===== config.mk =====
export PLATFORM = sky130hd
export DESIGN_NAME = hsfs_top
export DESIGN_NICKNAME = d
export VERILOG_FILES = /design/src/logic/hsfs_filt.v /design/src/logic/hsfs_i2c.v /design/src/logic/hsfs_top.v
export VERILOG_INCLUDE_DIRS = /design/src /design/src/logic
export SDC_FILE = /design/constraint.sdc
export NUM_CORES = 1
export LEC_CHECK = 0
export BUFFER_PORTS_ARGS = -buffer_cell sky130_fd_sc_hd__buf_4
export CELL_PAD_IN_SITES_DETAIL_PLACEMENT = 1
export CELL_PAD_IN_SITES_GLOBAL_PLACEMENT = 1
export CORE_MARGIN = 10
export CORE_UTILIZATION = 49
export CTS_CLUSTER_SIZE = 28
export DETAILED_ROUTE_END_ITERATION = 10
export PLACE_DENSITY_LB_ADDON = 0.1
export REMOVE_ABC_BUFFERS = 1
export SYNTH_ARGS = -nofsm -noshare
export SYNTH_HDL_FRONTEND = slang
export SYNTH_SLANG_ARGS = --single-unit

===== constraint.sdc =====
create_clock -name CLK -period 3.1 [get_ports CLK]
set_clock_uncertainty 0.05 [all_clocks]
set_input_delay 0.155 -clock CLK [delete_from_list [all_inputs] [get_ports CLK]]
set_output_delay 0.155 -clock CLK [all_outputs]
set_load 0.005 [all_outputs]

===== src/logic/hsfs_regs.vh =====
// register map, field positions and timing counts of the fault sequencer
`ifndef HSFS_REGS_VH
`define HSFS_REGS_VH
// register offsets
`define HSFS_SWITCH_CONTROL 8'h00
`define HSFS_FAULT_HISTORY 8'h04
`define HSFS_LIVE_CONDITION 8'h1e
// switch_control fields
`define HSFS_CTL_OV_RETRY 0
`define HSFS_CTL_OC_RETRY 2
`define HSFS_CTL_FET_ON 3
// fault_history fields
`define HSFS_FLT_OV 0
`define HSFS_FLT_OC 2
`define HSFS_FLT_MASK 8'h05
// live_condition fields
`define HSFS_ST_OV 0
`define HSFS_ST_OC 2
`define HSFS_ST_PGOOD 3
`define HSFS_ST_PBAD 4
// reset values
`define HSFS_FLT_RESET 8'h00
`define HSFS_CTL_RESET 8'h00
// i2c slave address, arbitrary value
`define HSFS_I2C_ADDR 7'h2a
// timing
`define HSFS_CLK_MHZ 200
`define HSFS_OV_FILT_US 25
`define HSFS_OV_QUAL_MS 50
`define HSFS_OV_FILT_CYC (`HSFS_OV_FILT_US * `HSFS_CLK_MHZ)
`define HSFS_OV_QUAL_CYC (`HSFS_OV_QUAL_MS * 1000 * `HSFS_CLK_MHZ)
`define HSFS_COOL_LAST 8'hff
`endif


===== src/logic/hsfs_filt.v =====
// level filter: output rises once the input has held high past a limit
`timescale 1ns/1ps
module hsfs_filt #(
    parameter W = 24
) (
    // clock and reset
    input wire clk,
    input wire rst_b,
    // level and limit
    input wire level,
    input wire [W-1:0] limit,
    // filtered level
    output reg held
);
    reg [W-1:0] cnt_r;

    always @(posedge clk or negedge rst_b) begin
        if (!rst_b) begin
            cnt_r <= {W{1'b0}};
            held <= 1'b0;
        end else if (!level) begin
            cnt_r <= {W{1'b0}};
            held <= 1'b0;
        end else if (cnt_r >= limit) begin
            held <= 1'b1;
        end else begin
            cnt_r <= cnt_r + {{(W-1){1'b0}}, 1'b1};
        end
    end
endmodule // hsfs_filt


===== src/logic/hsfs_i2c.v =====
// i2c slave: pointer byte, then byte writes or reads with auto increment
`timescale 1ns/1ps
`include "hsfs_regs.vh"
module hsfs_i2c (
    // clock and reset
    input wire clk,
    input wire rst_b,
    // bus pins
    input wire scl_in,
    input wire sda_in,
    output reg sda_oe,
    // register side
    output reg [7:0] ptr,
    input wire [7:0] rd_data,
    output reg wr_stb,
    output reg [7:0] wr_addr,
    output reg [7:0] wr_data
);
    localparam S_IDLE = 3'd0;
    localparam S_ADDR = 3'd1;
    localparam S_PTR = 3'd2;
    localparam S_WR = 3'd3;
    localparam S_RD = 3'd4;

    reg [2:0] scl_s, sda_s;
    reg [2:0] st_r, cnt_r;
    reg [7:0] sh_r, tx_r;
    reg sack_r, mack_r;
    wire [7:0] byte_in = {sh_r[6:0], sda_s[1]};
    wire rise = scl_s[1] & ~scl_s[2];
    wire fall = ~scl_s[1] & scl_s[2];
    wire start = scl_s[1] & scl_s[2] & ~sda_s[1] & sda_s[2];
    wire stop = scl_s[1] & scl_s[2] & sda_s[1] & ~sda_s[2];

    always @(posedge clk or negedge rst_b) begin
        if (!rst_b) begin
            scl_s <= 3'h7;
            sda_s <= 3'h7;
            st_r <= S_IDLE;
            cnt_r <= 3'h0;
            sh_r <= 8'h00;
            tx_r <= 8'h00;
            sack_r <= 1'b0;
            mack_r <= 1'b0;
            sda_oe <= 1'b0;
            ptr <= 8'h00;
            wr_stb <= 1'b0;
            wr_addr <= 8'h00;
            wr_data <= 8'h00;
        end else begin
            // stage one only feeds stage two; edges use stages two and three
            scl_s <= {scl_s[1:0], scl_in};
            sda_s <= {sda_s[1:0], sda_in};
            wr_stb <= 1'b0;
            if (start) begin
                st_r <= S_ADDR;
                cnt_r <= 3'h0;
                sack_r <= 1'b0;
                mack_r <= 1'b0;
            end else if (stop) begin
                st_r <= S_IDLE;
                sack_r <= 1'b0;
                mack_r <= 1'b0;
                sda_oe <= 1'b0;
            end else if (rise && st_r != S_IDLE) begin
                if (sack_r || mack_r) begin
                    sack_r <= 1'b0;
                    mack_r <= 1'b0;
                    tx_r <= rd_data;
                    // a nack from the master ends the read
                    if (mack_r && sda_s[1])
                        st_r <= S_IDLE;
                end else begin
                    sh_r <= byte_in;
                    cnt_r <= cnt_r + 3'h1;
                    if (cnt_r == 3'h7) begin
                        case (st_r)
                            S_ADDR: begin
                                if (byte_in[7:1] == `HSFS_I2C_ADDR) begin
                                    sack_r <= 1'b1;
                                    st_r <= byte_in[0] ? S_RD : S_PTR;
                                end else begin
                                    st_r <= S_IDLE;
                                end
                            end
                            S_PTR: begin
                                ptr <= byte_in;
                                sack_r <= 1'b1;
                                st_r <= S_WR;
                            end
                            S_WR: begin
                                wr_stb <= 1'b1;
                                wr_addr <= ptr;
                                wr_data <= byte_in;
                                ptr <= ptr + 8'h01;
                                sack_r <= 1'b1;
                            end
                            S_RD: begin
                                ptr <= ptr + 8'h01;
                                mack_r <= 1'b1;
                            end
                            default: st_r <= S_IDLE;
                        endcase
                    end
                end
            end else if (fall) begin
                if (sack_r)
                    sda_oe <= 1'b1;
                else if (st_r == S_RD && !mack_r)
                    sda_oe <= ~tx_r[~cnt_r];
                else
                    sda_oe <= 1'b0;
            end
        end
    end
endmodule // hsfs_i2c


===== src/logic/hsfs_top.v =====
// hot swap fault sequencer: power good, breaker timer, overvoltage
`timescale 1ns/1ps
`include "hsfs_regs.vh"
// Notes on behaviour
// power good only after feedback high and gate enhancement reached.
// power good drives its pin and a status bit readable over i2c.
// no power-bad during slew-limited start where feedback trips first.
// overcurrent fault when current limiting outlasts the breaker time.
// timer charges while limiting; at upper threshold the switch turns off.
// limiting ends before upper threshold: timer discharges, no fault.
// after overcurrent, discharge to lower threshold then 256 up/down cycles.
// final fall re-enables only with retry set or fault bit cleared.
// overvoltage held over 25 us declares a fault and turns gate off.
// overvoltage sets status present bit and latched fault bit.
// 50 ms below threshold re-enables unless overvoltage retry is clear.
// at reset faults clear and control loads from nonvolatile copy.
// fault with retry low keeps gate off until its bit is cleared.
// host writing zero to a fault bit clears that fault.
// cool-down cycles counted, cleared per fault, end at terminal count.
module hsfs_top #(
    parameter [23:0] OV_FILT_CYC = `HSFS_OV_FILT_CYC,
    parameter [23:0] OV_QUAL_CYC = `HSFS_OV_QUAL_CYC
) (
    // clock and reset
    input wire CLK,
    input wire RST_B,
    // comparator pins
    input wire OUTPUT_FEEDBACK_SENSE,
    input wire GATE_ENHANCED,
    input wire CURRENT_LIMITING,
    input wire OVERVOLTAGE_SENSE,
    input wire TIMER_ABOVE_HIGH,
    input wire TIMER_BELOW_LOW,
    // nonvolatile control copy
    input wire [7:0] NV_CONTROL,
    // i2c pins
    input wire SCL_IN,
    input wire SDA_IN,
    output reg SDA_OUT,
    output wire SDA_OE,
    // switch and timer drive
    output reg GATE_ON,
    output reg TIMER_CHARGE,
    output reg TIMER_DISCHARGE,
    // power status pins
    output reg POWER_GOOD_OUTPUT_PIN,
    output reg POWER_BAD
);
    localparam OC_RUN = 3'd0;
    localparam OC_COOL = 3'd1;
    localparam OC_UP = 3'd2;
    localparam OC_DN = 3'd3;
    localparam OC_HOLD = 3'd4;

    // pin synchronisers, second stage is the only reader of the first
    reg [5:0] pin_s1_r, pin_s2_r;
    wire fb = pin_s2_r[0];
    wire enh = pin_s2_r[1];
    wire ilim = pin_s2_r[2];
    wire ov = pin_s2_r[3];
    wire t_hi = pin_s2_r[4];
    wire t_lo = pin_s2_r[5];

    always @(posedge CLK or negedge RST_B) begin
        if (!RST_B) begin
            pin_s1_r <= 6'h00;
            pin_s2_r <= 6'h00;
        end else begin
            pin_s1_r <= {TIMER_BELOW_LOW, TIMER_ABOVE_HIGH,
                OVERVOLTAGE_SENSE, CURRENT_LIMITING, GATE_ENHANCED,
                OUTPUT_FEEDBACK_SENSE};
            pin_s2_r <= pin_s1_r;
        end
    end

    // register bus
    wire [7:0] ptr;
    wire wr_stb;
    wire [7:0] wr_addr, wr_data;
    reg [7:0] rd_data;

    hsfs_i2c u_i2c (
        .clk(CLK),
        .rst_b(RST_B),
        .scl_in(SCL_IN),
        .sda_in(SDA_IN),
        .sda_oe(SDA_OE),
        .ptr(ptr),
        .rd_data(rd_data),
        .wr_stb(wr_stb),
        .wr_addr(wr_addr),
        .wr_data(wr_data)
    );

    // overvoltage filters
    wire ov_long, ov_clear;

    hsfs_filt #(.W(24)) u_ov_filt (
        .clk(CLK),
        .rst_b(RST_B),
        .level(ov),
        .limit(OV_FILT_CYC),
        .held(ov_long)
    );

    hsfs_filt #(.W(24)) u_ov_qual (
        .clk(CLK),
        .rst_b(RST_B),
        .level(~ov),
        .limit(OV_QUAL_CYC),
        .held(ov_clear)
    );

    reg [7:0] ctrl_r, fault_r, fault_nxt;
    reg por_done_r;
    reg ov_long_d_r, ov_blk_r, ov_blk_nxt;
    reg [2:0] oc_st_r, oc_st_nxt;
    reg [7:0] cool_cnt_r, cool_cnt_nxt;
    reg oc_set, t_up, t_dn;
    reg pg_arm_r;
    wire ov_set = ov_long & ~ov_long_d_r;
    wire oc_ok = ctrl_r[`HSFS_CTL_OC_RETRY] | ~fault_r[`HSFS_FLT_OC];
    wire ov_ok = ctrl_r[`HSFS_CTL_OV_RETRY] | ~fault_r[`HSFS_FLT_OV];
    wire gate_nxt = por_done_r & ctrl_r[`HSFS_CTL_FET_ON] & ~ov_blk_nxt &
        (oc_st_nxt == OC_RUN);
    wire fault_wr = wr_stb && wr_addr == `HSFS_FAULT_HISTORY;

    // breaker timer sequencing
    always @* begin
        oc_st_nxt = oc_st_r;
        cool_cnt_nxt = cool_cnt_r;
        oc_set = 1'b0;
        t_up = 1'b0;
        t_dn = 1'b1;
        case (oc_st_r)
            OC_RUN: begin
                if (ilim && GATE_ON) begin
                    t_up = 1'b1;
                    t_dn = 1'b0;
                end
                // a short limiting burst only ramps down again
                if (ilim && GATE_ON && t_hi) begin
                    oc_set = 1'b1;
                    oc_st_nxt = OC_COOL;
                    cool_cnt_nxt = 8'h00;
                end
            end
            OC_COOL: begin
                if (t_lo)
                    oc_st_nxt = OC_UP;
            end
            OC_UP: begin
                t_up = 1'b1;
                t_dn = 1'b0;
                if (t_hi)
                    oc_st_nxt = OC_DN;
            end
            OC_DN: begin
                if (t_lo) begin
                    if (cool_cnt_r == `HSFS_COOL_LAST) begin
                        oc_st_nxt = oc_ok ? OC_RUN : OC_HOLD;
                    end else begin
                        cool_cnt_nxt = cool_cnt_r + 8'h01;
                        oc_st_nxt = OC_UP;
                    end
                end
            end
            OC_HOLD: begin
                if (oc_ok)
                    oc_st_nxt = OC_RUN;
            end
            default: oc_st_nxt = OC_RUN;
        endcase
    end

    // overvoltage gate block and fault history update
    always @* begin
        ov_blk_nxt = ov_blk_r;
        if (ov_long)
            ov_blk_nxt = 1'b1;
        else if (ov_clear && ov_ok)
            ov_blk_nxt = 1'b0;
        fault_nxt = fault_r;
        if (fault_wr)
            fault_nxt = fault_r & wr_data;
        // a new fault beats a clear in the same cycle
        if (ov_set)
            fault_nxt[`HSFS_FLT_OV] = 1'b1;
        if (oc_set)
            fault_nxt[`HSFS_FLT_OC] = 1'b1;
        fault_nxt = fault_nxt & `HSFS_FLT_MASK;
    end

    // read mux
    always @* begin
        case (ptr)
            `HSFS_SWITCH_CONTROL: rd_data = ctrl_r;
            `HSFS_FAULT_HISTORY: rd_data = fault_r;
            `HSFS_LIVE_CONDITION: begin
                rd_data = 8'h00;
                rd_data[`HSFS_ST_OV] = ov_long;
                rd_data[`HSFS_ST_OC] = oc_st_r != OC_RUN;
                rd_data[`HSFS_ST_PGOOD] = POWER_GOOD_OUTPUT_PIN;
                rd_data[`HSFS_ST_PBAD] = POWER_BAD;
            end
            default: rd_data = 8'h00;
        endcase
    end

    // control, faults and sequencing state
    always @(posedge CLK or negedge RST_B) begin
        if (!RST_B) begin
            ctrl_r <= `HSFS_CTL_RESET;
            fault_r <= `HSFS_FLT_RESET;
            por_done_r <= 1'b0;
            ov_long_d_r <= 1'b0;
            ov_blk_r <= 1'b0;
            oc_st_r <= OC_RUN;
            cool_cnt_r <= 8'h00;
        end else begin
            // nonvolatile copy is taken on the first edge after release
            por_done_r <= 1'b1;
            if (!por_done_r)
                ctrl_r <= NV_CONTROL;
            else if (wr_stb && wr_addr == `HSFS_SWITCH_CONTROL)
                ctrl_r <= wr_data;
            fault_r <= fault_nxt;
            ov_long_d_r <= ov_long;
            ov_blk_r <= ov_blk_nxt;
            oc_st_r <= oc_st_nxt;
            cool_cnt_r <= cool_cnt_nxt;
        end
    end

    // outputs and power good qualification
    always @(posedge CLK or negedge RST_B) begin
        if (!RST_B) begin
            SDA_OUT <= 1'b0;
            GATE_ON <= 1'b0;
            TIMER_CHARGE <= 1'b0;
            TIMER_DISCHARGE <= 1'b0;
            POWER_GOOD_OUTPUT_PIN <= 1'b0;
            POWER_BAD <= 1'b0;
            pg_arm_r <= 1'b0;
        end else begin
            SDA_OUT <= 1'b0;
            GATE_ON <= gate_nxt;
            TIMER_CHARGE <= t_up;
            TIMER_DISCHARGE <= t_dn;
            // once armed the pin follows feedback, riding out enhancement dips
            if (!GATE_ON)
                pg_arm_r <= 1'b0;
            else if (fb && enh)
                pg_arm_r <= 1'b1;
            POWER_GOOD_OUTPUT_PIN <= fb & (pg_arm_r | enh) & GATE_ON;
            // feedback trips before enhancement on a slow start
            POWER_BAD <= GATE_ON & enh & ~fb;
        end
    end
endmodule // hsfs_top


==> metrics.md, run 1 <==
| Metric | Value |
|---|---|
| Worst min-delay path category | primary input to asynchronous set/reset pin |
| Crit path time final | 2.49 ns |
| Number of antenna diodes | 0 |
| Total of fill cells in the finished design | roughly 1.4k |
| RSZ-0062 raised after global routing | no |
| Max-slew violation count | 0 |
| Mean routed wirelength per cell | roughly 19 um |
| Starting density of the core | 0.506 |
| Area taken by multi-input logic gates | slightly below 0.003 mm^2 |
| Max-Cap Viols | 0 |
| Std-Cell Rows | 42 |
| Clock transition at path regs | ~0.06 ns |
| PnR worst setup slack | a little over 0.6 ns |
| H-tree Lvls | 4 |
| Post-synth top flop | dfrtp_1 |
| Vias in the first global route | 5513 |
| Placed Cells | between 800 and 900 |
| CP startpoint kind | flop |
| Post-Synthesis Cells | 641 |
| Total congestion overflow after global routing | 0 |
| Antenna violations before repair | 0 |
| Top cell type by total area after synthesis | dfrtp_1 |
| First-pass iteration count of the detailed router | 4 |
| Highest fanout seen on the critical path | 7 |
| Count of flip-flops with a built-in enable after synthesis | 0 |
| Sequential cell area | ~0.0037 mm^2 |
| Signal arrival time at the worst endpoint | 2.78 ns |
| Worst path required time | about 3.4 ns |
| Status | finished, final reports clean |
| Count of final hold-check violations | 0 |
| Count of unresolved DRC violations after routing | 0 |
| Clock sinks | approximately 150 |
| Async set-or-reset flop fraction in the synthesized netlist | 1.00 |
| Final Power | between 4 and 5 mW |
| YS warnings | 0 |
| Pin count of the biggest net entering global routing | 85 |
| Minimum setup slack after placement | between 0.6 and 0.7 ns |
| Max-Slew Margin vs Limit | 0.397 |
| Net count, final | about 700 |
| Routability cong. | about 0.82 |
| Boundary Pins | 25 |
| Static power due to leakage | between 3 and 4 nW |
| Sequential element share of the synthesized area | 0.544 |
| TNS Setup | 0 ns |
| Die boundary height | between 100 and 150 um |
| Clock tree from TritonCTS | built |
| Critical path start-end classification | flop to flop |
| Core footprint | 0.0134 mm^2 |
| Top area cells in the synthesized netlist | dfrtp_1 (52%), mux2_2 (3.7%), a21oi_1 (3.2%) |
| Final setup vio count | 0 |
| Number of I/O port buffers | 23 |
| Avg Synthesized Cell Area | 10.6 um^2 |
| Total Routed Length | between 15000 and 20000 um |
| Power density normalized to cell area | around 590 mW/mm^2 |
| Count leader, synth | dfrtp_1 |
| Antenna-violating nets left | 0 |
| Number of different library cells in the post-synthesis netlist | 63 |
| Non-filler cells, final | ~870 |
| Most instantiated cells after synthesis | dfrtp_1 (141), nand2_1 (57), nor2_1 (45), a21oi_1 (43), o21ai_0 (40) |
| Total GRT Usage | 0.187 |
| Syn-to-layout area delta | 16.8% |
| Maximum clock frequency | 402 MHz |
| Endpoint class of the critical path | flop |
| Layout cells sized above 1 | 0.149 |
| Share of the clock period used by the worst path after layout | 0.802 |
| DIE AREA | between 0.015 and 0.02 mm^2 |
| Transition at the pin with the smallest max-transition slack | around 0.90 ns |
| HPWL reported at the end of detailed placement | ~11000 um |
| Share of the core filled with cells | 0.591 |
| Width of the chip | ~140 um |
| Total CTS buffers | 17 |
| Number of vias per cell | just under 6 |
| Number of DRC markers in iteration 0 | 238 |
| Synthesis-stage register bit count | approximately 150 |
| Root buffer cell | clkbuf_16 |
| Proportion of netlist area held by the largest area contributor | 0.520 |
| Via count | 5103 |
| Worst VDD drop | about 0.47 mV |
| Global-route wire length before repair | 28300 um |
| Maximum buffer depth of the clock tree | 2 |
| Total standard cell area after synthesis | roughly 0.0068 mm^2 |
| Worst-skew pair later-pin latency | between 0.4 and 0.5 ns |
## power breakdown
group / leakage [nW] / internal [mW] / switching (mW)
logic: 1.32 / 0.192 / 0.211
registers: 1.93 / 2.04 / 0.165
clock network: 0.287 / 1.26 / 0.820
## cell usage in the layout (no fill, tap or decap), types with 5 or more instances in the layout
cell	n
mux2i_1	19
dfstp_2	6
and2_1	12
nand2_1	57
nand3_1	21
o31ai_1	8
and3_1	5
a211oi_1	7
ha_1	10
a31oi_1	5
xnor2_1	10
nor2_1	45
o21ai_0	40
dlygate4sd3_1	17
inv_1	23
mux2_2	22
or4_1	10
buf_4	28
nand4_1	8
nor3_1	12
nor2b_1	7
nand2b_1	9
dfrtp_1	141
clkbuf_16	17
or3_1	16
a21oi_1	43
nor4_1	7
## worst max-delay path, stage by stage (launching register included)
cell      delay, ns
dfrtp_1        0.47
ha_1           0.22
ha_1           0.33
nor3b_1        0.31
nand3b_1       0.11
a21o_1         0.20
or4_1          0.53
a21oi_1        0.18
## per-layer routing
metal,global-route usage,wire length [um],vias to the layer above
met5,0,0,-
met3,0.0401,476,32
met1,0.226,7330,2612
li1,-,-,2394
met2,0.319,8610,65
met4,0.0714,326,0
## metrics by stage
| step | hold WS [ns] | area, um^2 |
|---|---|---|
| 5_1_grt | 0.275 | 7920 |
| 3_3_place_gp | 0.129 | 7160 |
| 2_1_floorplan | -0.191 | 6680 |
| 6_report | 0.227 | 7920 |
| 3_5_place_dp | 0.131 | 7160 |
| 4_1_cts | 0.255 | 7920 |
## path summary, 6_finish.rpt
path | start | to | slack [ns] | cells after the start
max | u_i2c.cnt_r[0]$_DFFE_PN0P_ | u_i2c.st_r[2]$_DFFE_PN0P_ | 0.61 | 7
min | RST_B | u_i2c.st_r[2]$_DFFE_PN0P_ | 0.23 | 2
max reg2reg | u_i2c.cnt_r[0]$_DFFE_PN0P_ | u_i2c.st_r[2]$_DFFE_PN0P_ | 0.61 | 7
min reg2reg | pin_s1_r[4]$_DFF_PN0_ | pin_s2_r[4]$_DFF_PN0_ | 0.30 | 0
max in group asynchronous | RST_B | u_ov_filt.cnt_r[3]$_DFFE_PN0P_ | 1.94 | 3
min in group CLK | pin_s1_r[4]$_DFF_PN0_ | pin_s2_r[4]$_DFF_PN0_ | 0.30 | 0
## area by class of cell
class,instances,share of cell area
Clock buffer,19,0.0547
Multi-Input combinational cell,447,0.369
Tap cell,176,0.0278
Clock inverter,13,0.0202
Inverter,23,0.0109
Sequential cell,147,0.465
Timing Repair Buffer,47,0.0520
## logic make-up (layout without fill, tap and decap cells)
| family | Yosys count | after routing | share of synthesized area |
|---|---|---|---|
| AO/OA/AOI/OAI | 143 | 143 | 0.132 |
| XOR/XNOR | 11 | 11 | 0.0142 |
| adder cells (fa/ha/maj) | 10 | 10 | 0.0185 |
| buffers and inverters | 47 | 102 | 0.0271 |
| flip-flops | 147 | 147 | 0.544 |
| multiplexers | 44 | 44 | 0.0729 |
| other | 2 | 2 | 0.00111 |
| AND/OR/NAND/NOR | 237 | 237 | 0.191 |
## timing repair
item | 4_1_cts | 5_1_grt
hold endpoints to repair | 74 | 0
resized for setup | 0 | 0
hold buffers | 17 | 0
buffers inserted | 0 | 0
## flip-flops by register name, indices dropped and copies added (netlist names), 6 cells and up
name,count
cool_cnt_r,8
ctrl_r,8
pin_s1_r,6
pin_s2_r,6
u_i2c.ptr,8
u_i2c.sh_r,7
u_i2c.tx_r,8
u_i2c.wr_addr,8
u_i2c.wr_data,8
u_ov_filt.cnt_r,24
u_ov_qual.cnt_r,24
Note: power is estimated with default switching activity, not from simulation.
==> run 2: changes to the inputs <==
==> constraint.sdc (replaced) <==
create_clock -name CLK -period 2.3 [get_ports CLK]
set_clock_uncertainty 0.05 [all_clocks]
set_input_delay 0.115 -clock CLK [delete_from_list [all_inputs] [get_ports CLK]]
set_output_delay 0.115 -clock CLK [all_outputs]
set_load 0.005 [all_outputs]
==> run 2 against run 1 <==
Effect of this change: first-iteration DRC count shrank 7.6%; total power rose by 35%; register-to-register slack got worse by 0.54 ns; worst hold slack lost 0.027 ns; clock power rose by 33%; count of clock-buffer cells in the layout rose by 4; maximum frequency increased by 12%; final cell count rose by 3.0%; critical path depth shrank 1; highest routed layer unchanged; die area unchanged.
==> metrics.md, run 2 (synthesis gave the netlist of run 1 again) <==
| Metric | Value |
|---|---|
| Cell family with the largest share of critical-path delay | simple AND/OR/NAND/NOR gates |
| Count of final hold-check violations | 0 |
| Buffers and inverters on the worst path | 1 |
| Placed Cells | roughly 850 |
| Antenna violations before repair | 0 |
| Boundary Pins | 25 |
| Antenna-violating nets left | 0 |
| Endpoint class of the critical path | flop |
| Max-Slew Margin vs Limit | 0.572 |
| Std-Cell Rows | 42 |
| Non-filler cells, final | 898 |
| Worst min-delay path category | primary input to asynchronous set/reset pin |
| Crit path time final | about 2.2 ns |
| Total Routed Length | about 17000 um |
| Pin count of the biggest net entering global routing | 65 |
| Global-route wire length before repair | 29500 um |
| Layout cells sized above 1 | 0.188 |
| Total GRT Usage | 0.195 |
| Worst r2r src | u_ov_qual.cnt_r[21]$_DFFE_PN0P_ |
| Total congestion overflow after global routing | 0 |
| Share of the clock period used by the worst path after layout | 0.967 |
| Highest fanout seen on the critical path | 12 |
| Power density normalized to cell area | roughly 770 mW/mm^2 |
| Mean routed wirelength per cell | 19.4 um |
| Sw Share | 0.249 |
| Critical path depth | 6 |
| Worst setup slack for register-to-register paths | 0.08 ns |
| Clock tree from TritonCTS | built |
| Sequential cell area | roughly 0.0037 mm^2 |
| Final setup vio count | 0 |
| Clock transition at path regs | roughly 0.060 ns |
| Relative contribution of the clock network to total power | 0.437 |
| Worst slack on hold paths | 0.200 ns |
| Critical Path, Cell by Cell | or4_1, nor2_2, a311oi_4, buf_4, nor4_2, mux2_2 |
| Maximum buffer depth of the clock tree | 2 |
| Root buffer cell | clkbuf_16 |
| Clock sinks | roughly 150 |
| Count of unresolved DRC violations after routing | 0 |
| Number of antenna diodes | 0 |
| Worst VDD drop | about 0.6 mV |
| CP startpoint kind | flop |
| Die boundary height | roughly 140 um |
| Highest-count cells in the layout ignoring fill and taps | dfrtp_1 (140), nand2_1 (57), buf_4 (52) |
| Signal arrival time at the worst endpoint | 2.48 ns |
| Delay contributed by the slowest stage of the critical path | around 0.55 ns |
| Syn-to-layout area delta | 20.4% |
| Worst Reg2Reg Path Length in Cells | 6 |
| Critical path capture point | u_ov_qual.cnt_r[10]$_DFFE_PN0P_ |
| H-tree Lvls | 4 |
| Number of DRC markers in iteration 0 | 220 |
| Starting density of the core | 0.506 |
| Net switching power | roughly 1.6 mW |
| Routability cong. | 0.835 |
| Net count, final | around 740 |
| Number of I/O port buffers | 23 |
| Number of setup buffers added after CTS | 0 |
| Width of the chip | between 100 and 150 um |
| Share of the core filled with cells | 0.609 |
| Share of power burned in combinational logic | 0.096 |
| Worst setup startpoint | u_ov_qual.cnt_r[21]$_DFFE_PN0P_ |
| Number of vias per cell | slightly below 6 |
| DIE AREA | approximately 0.019 mm^2 |
| Slowest stage cell on the critical path | or4_1 |
| Transition at the pin with the smallest max-transition slack | 0.642 ns |
| Vias in the first global route | between 5k and 6k |
| First-pass iteration count of the detailed router | 4 |
| Crit Reg-Reg Endpoint | u_ov_qual.cnt_r[10]$_DFFE_PN0P_ |
| Worst-skew pair later-pin latency | about 0.42 ns |
| Total internal power | ~4.8 mW |
| Most common library cell in the layout ignoring fill and taps | dfrtp_1 |
| Via count | about 5.2k |
| Worst path required time | approximately 2.6 ns |
| Area taken by multi-input logic gates | 0.00295 mm^2 |
| Static power due to leakage | roughly 3.7 nW |
| HPWL reported at the end of detailed placement | roughly 11000 um |
| Total CTS buffers | 17 |
| Max-slew violation count | 0 |
| Max-Cap Viols | 0 |
| Core footprint | roughly 0.013 mm^2 |
| Maximum clock frequency | 450 MHz |
| Top flop regs | u_ov_filt.cnt_r (24), u_ov_qual.cnt_r (24) |
| Critical path start-end classification | flop to flop |
| Total of fill cells in the finished design | approximately 1.4k |
| Sequential Power Share | 0.467 |
| Status | finished, final reports clean |
[run 2: cell types whose count changed in the layout (fill, tap and decap cells not counted), moves of 2 or more]
cell	before	now
buf_12	1	3
nor4_2	0	2
buf_4	28	52
nor4_1	7	5
clkbuf_8	0	4
clkinv_4	3	0
[run 2: how the worst min path moves through the flow]
stage	endpoint	startpoint
finish	u_i2c.st_r[0]$_DFFE_PN0P_	RST_B
global placement	u_i2c.st_r[0]$_DFFE_PN0P_	RST_B
CTS	u_i2c.st_r[0]$_DFFE_PN0P_	RST_B
detailed placement	u_i2c.st_r[0]$_DFFE_PN0P_	RST_B
floorplan	GATE_ON$_DFF_PN0_	RST_B
global route	u_i2c.st_r[0]$_DFFE_PN0P_	RST_B
[run 2: per-stage QoR]
stage / power, mW / TNS (ns) / setup slack [ns] / cell area (um^2)
CTS: 6.37 / 0 / 0.0127 / 8140
finish: 6.33 / 0 / 0.0761 / 8160
floorplan: 3.27 / -10.22 / -0.435 / 6680
global route: 6.61 / -0.00811 / -0.00811 / 8160
global placement: 3.50 / 0 / 0.0599 / 7380
detailed placement: 3.57 / 0 / 0.0280 / 7380
[run 2: layer usage]
layer  vias to the layer above  GRT usage  wire length [um]
li1                       2446          -                 -
met1                      2675      0.230              7490
met2                        64      0.347              9170
met3                        24     0.0459               483
met4                         0     0.0533               248
met5                         -          0                 0
[run 2: final cells by class]
type	instances	area share
clock inverters	9	0.0126
well taps	176	0.0270
repair buffers	73	0.0774
inverters	23	0.0106
flip-flops and latches	147	0.452
clock buffers	23	0.0598
multi-input cells	447	0.361
[run 2: worst reg2reg max path, delay by kind of cell, from the launching register on]
kind / cells / cell delay [ns]
compound gates: 1 / 0.11
flops: 1 / 0.38
mux: 1 / 0.36
simple gates: 3 / 1.00
buf+inv: 1 / 0.21
[run 2: timing repair]
action,CTS,global route
gates resized for setup,0,6
hold buffers,17,0
endpoints found under the setup margin,0,10
endpoints found under the hold margin,72,0
[run 2: power by group through the flow]
stage               Combinational [mW]  Sequential (mW)  Clock, mW
floorplan                        0.327             2.95          0
global placement                 0.527             2.98          0
detailed placement               0.571             2.99          0
CTS                              0.615             2.95       2.80
global route                     0.680             2.98       2.94
finish                           0.608             2.96       2.76
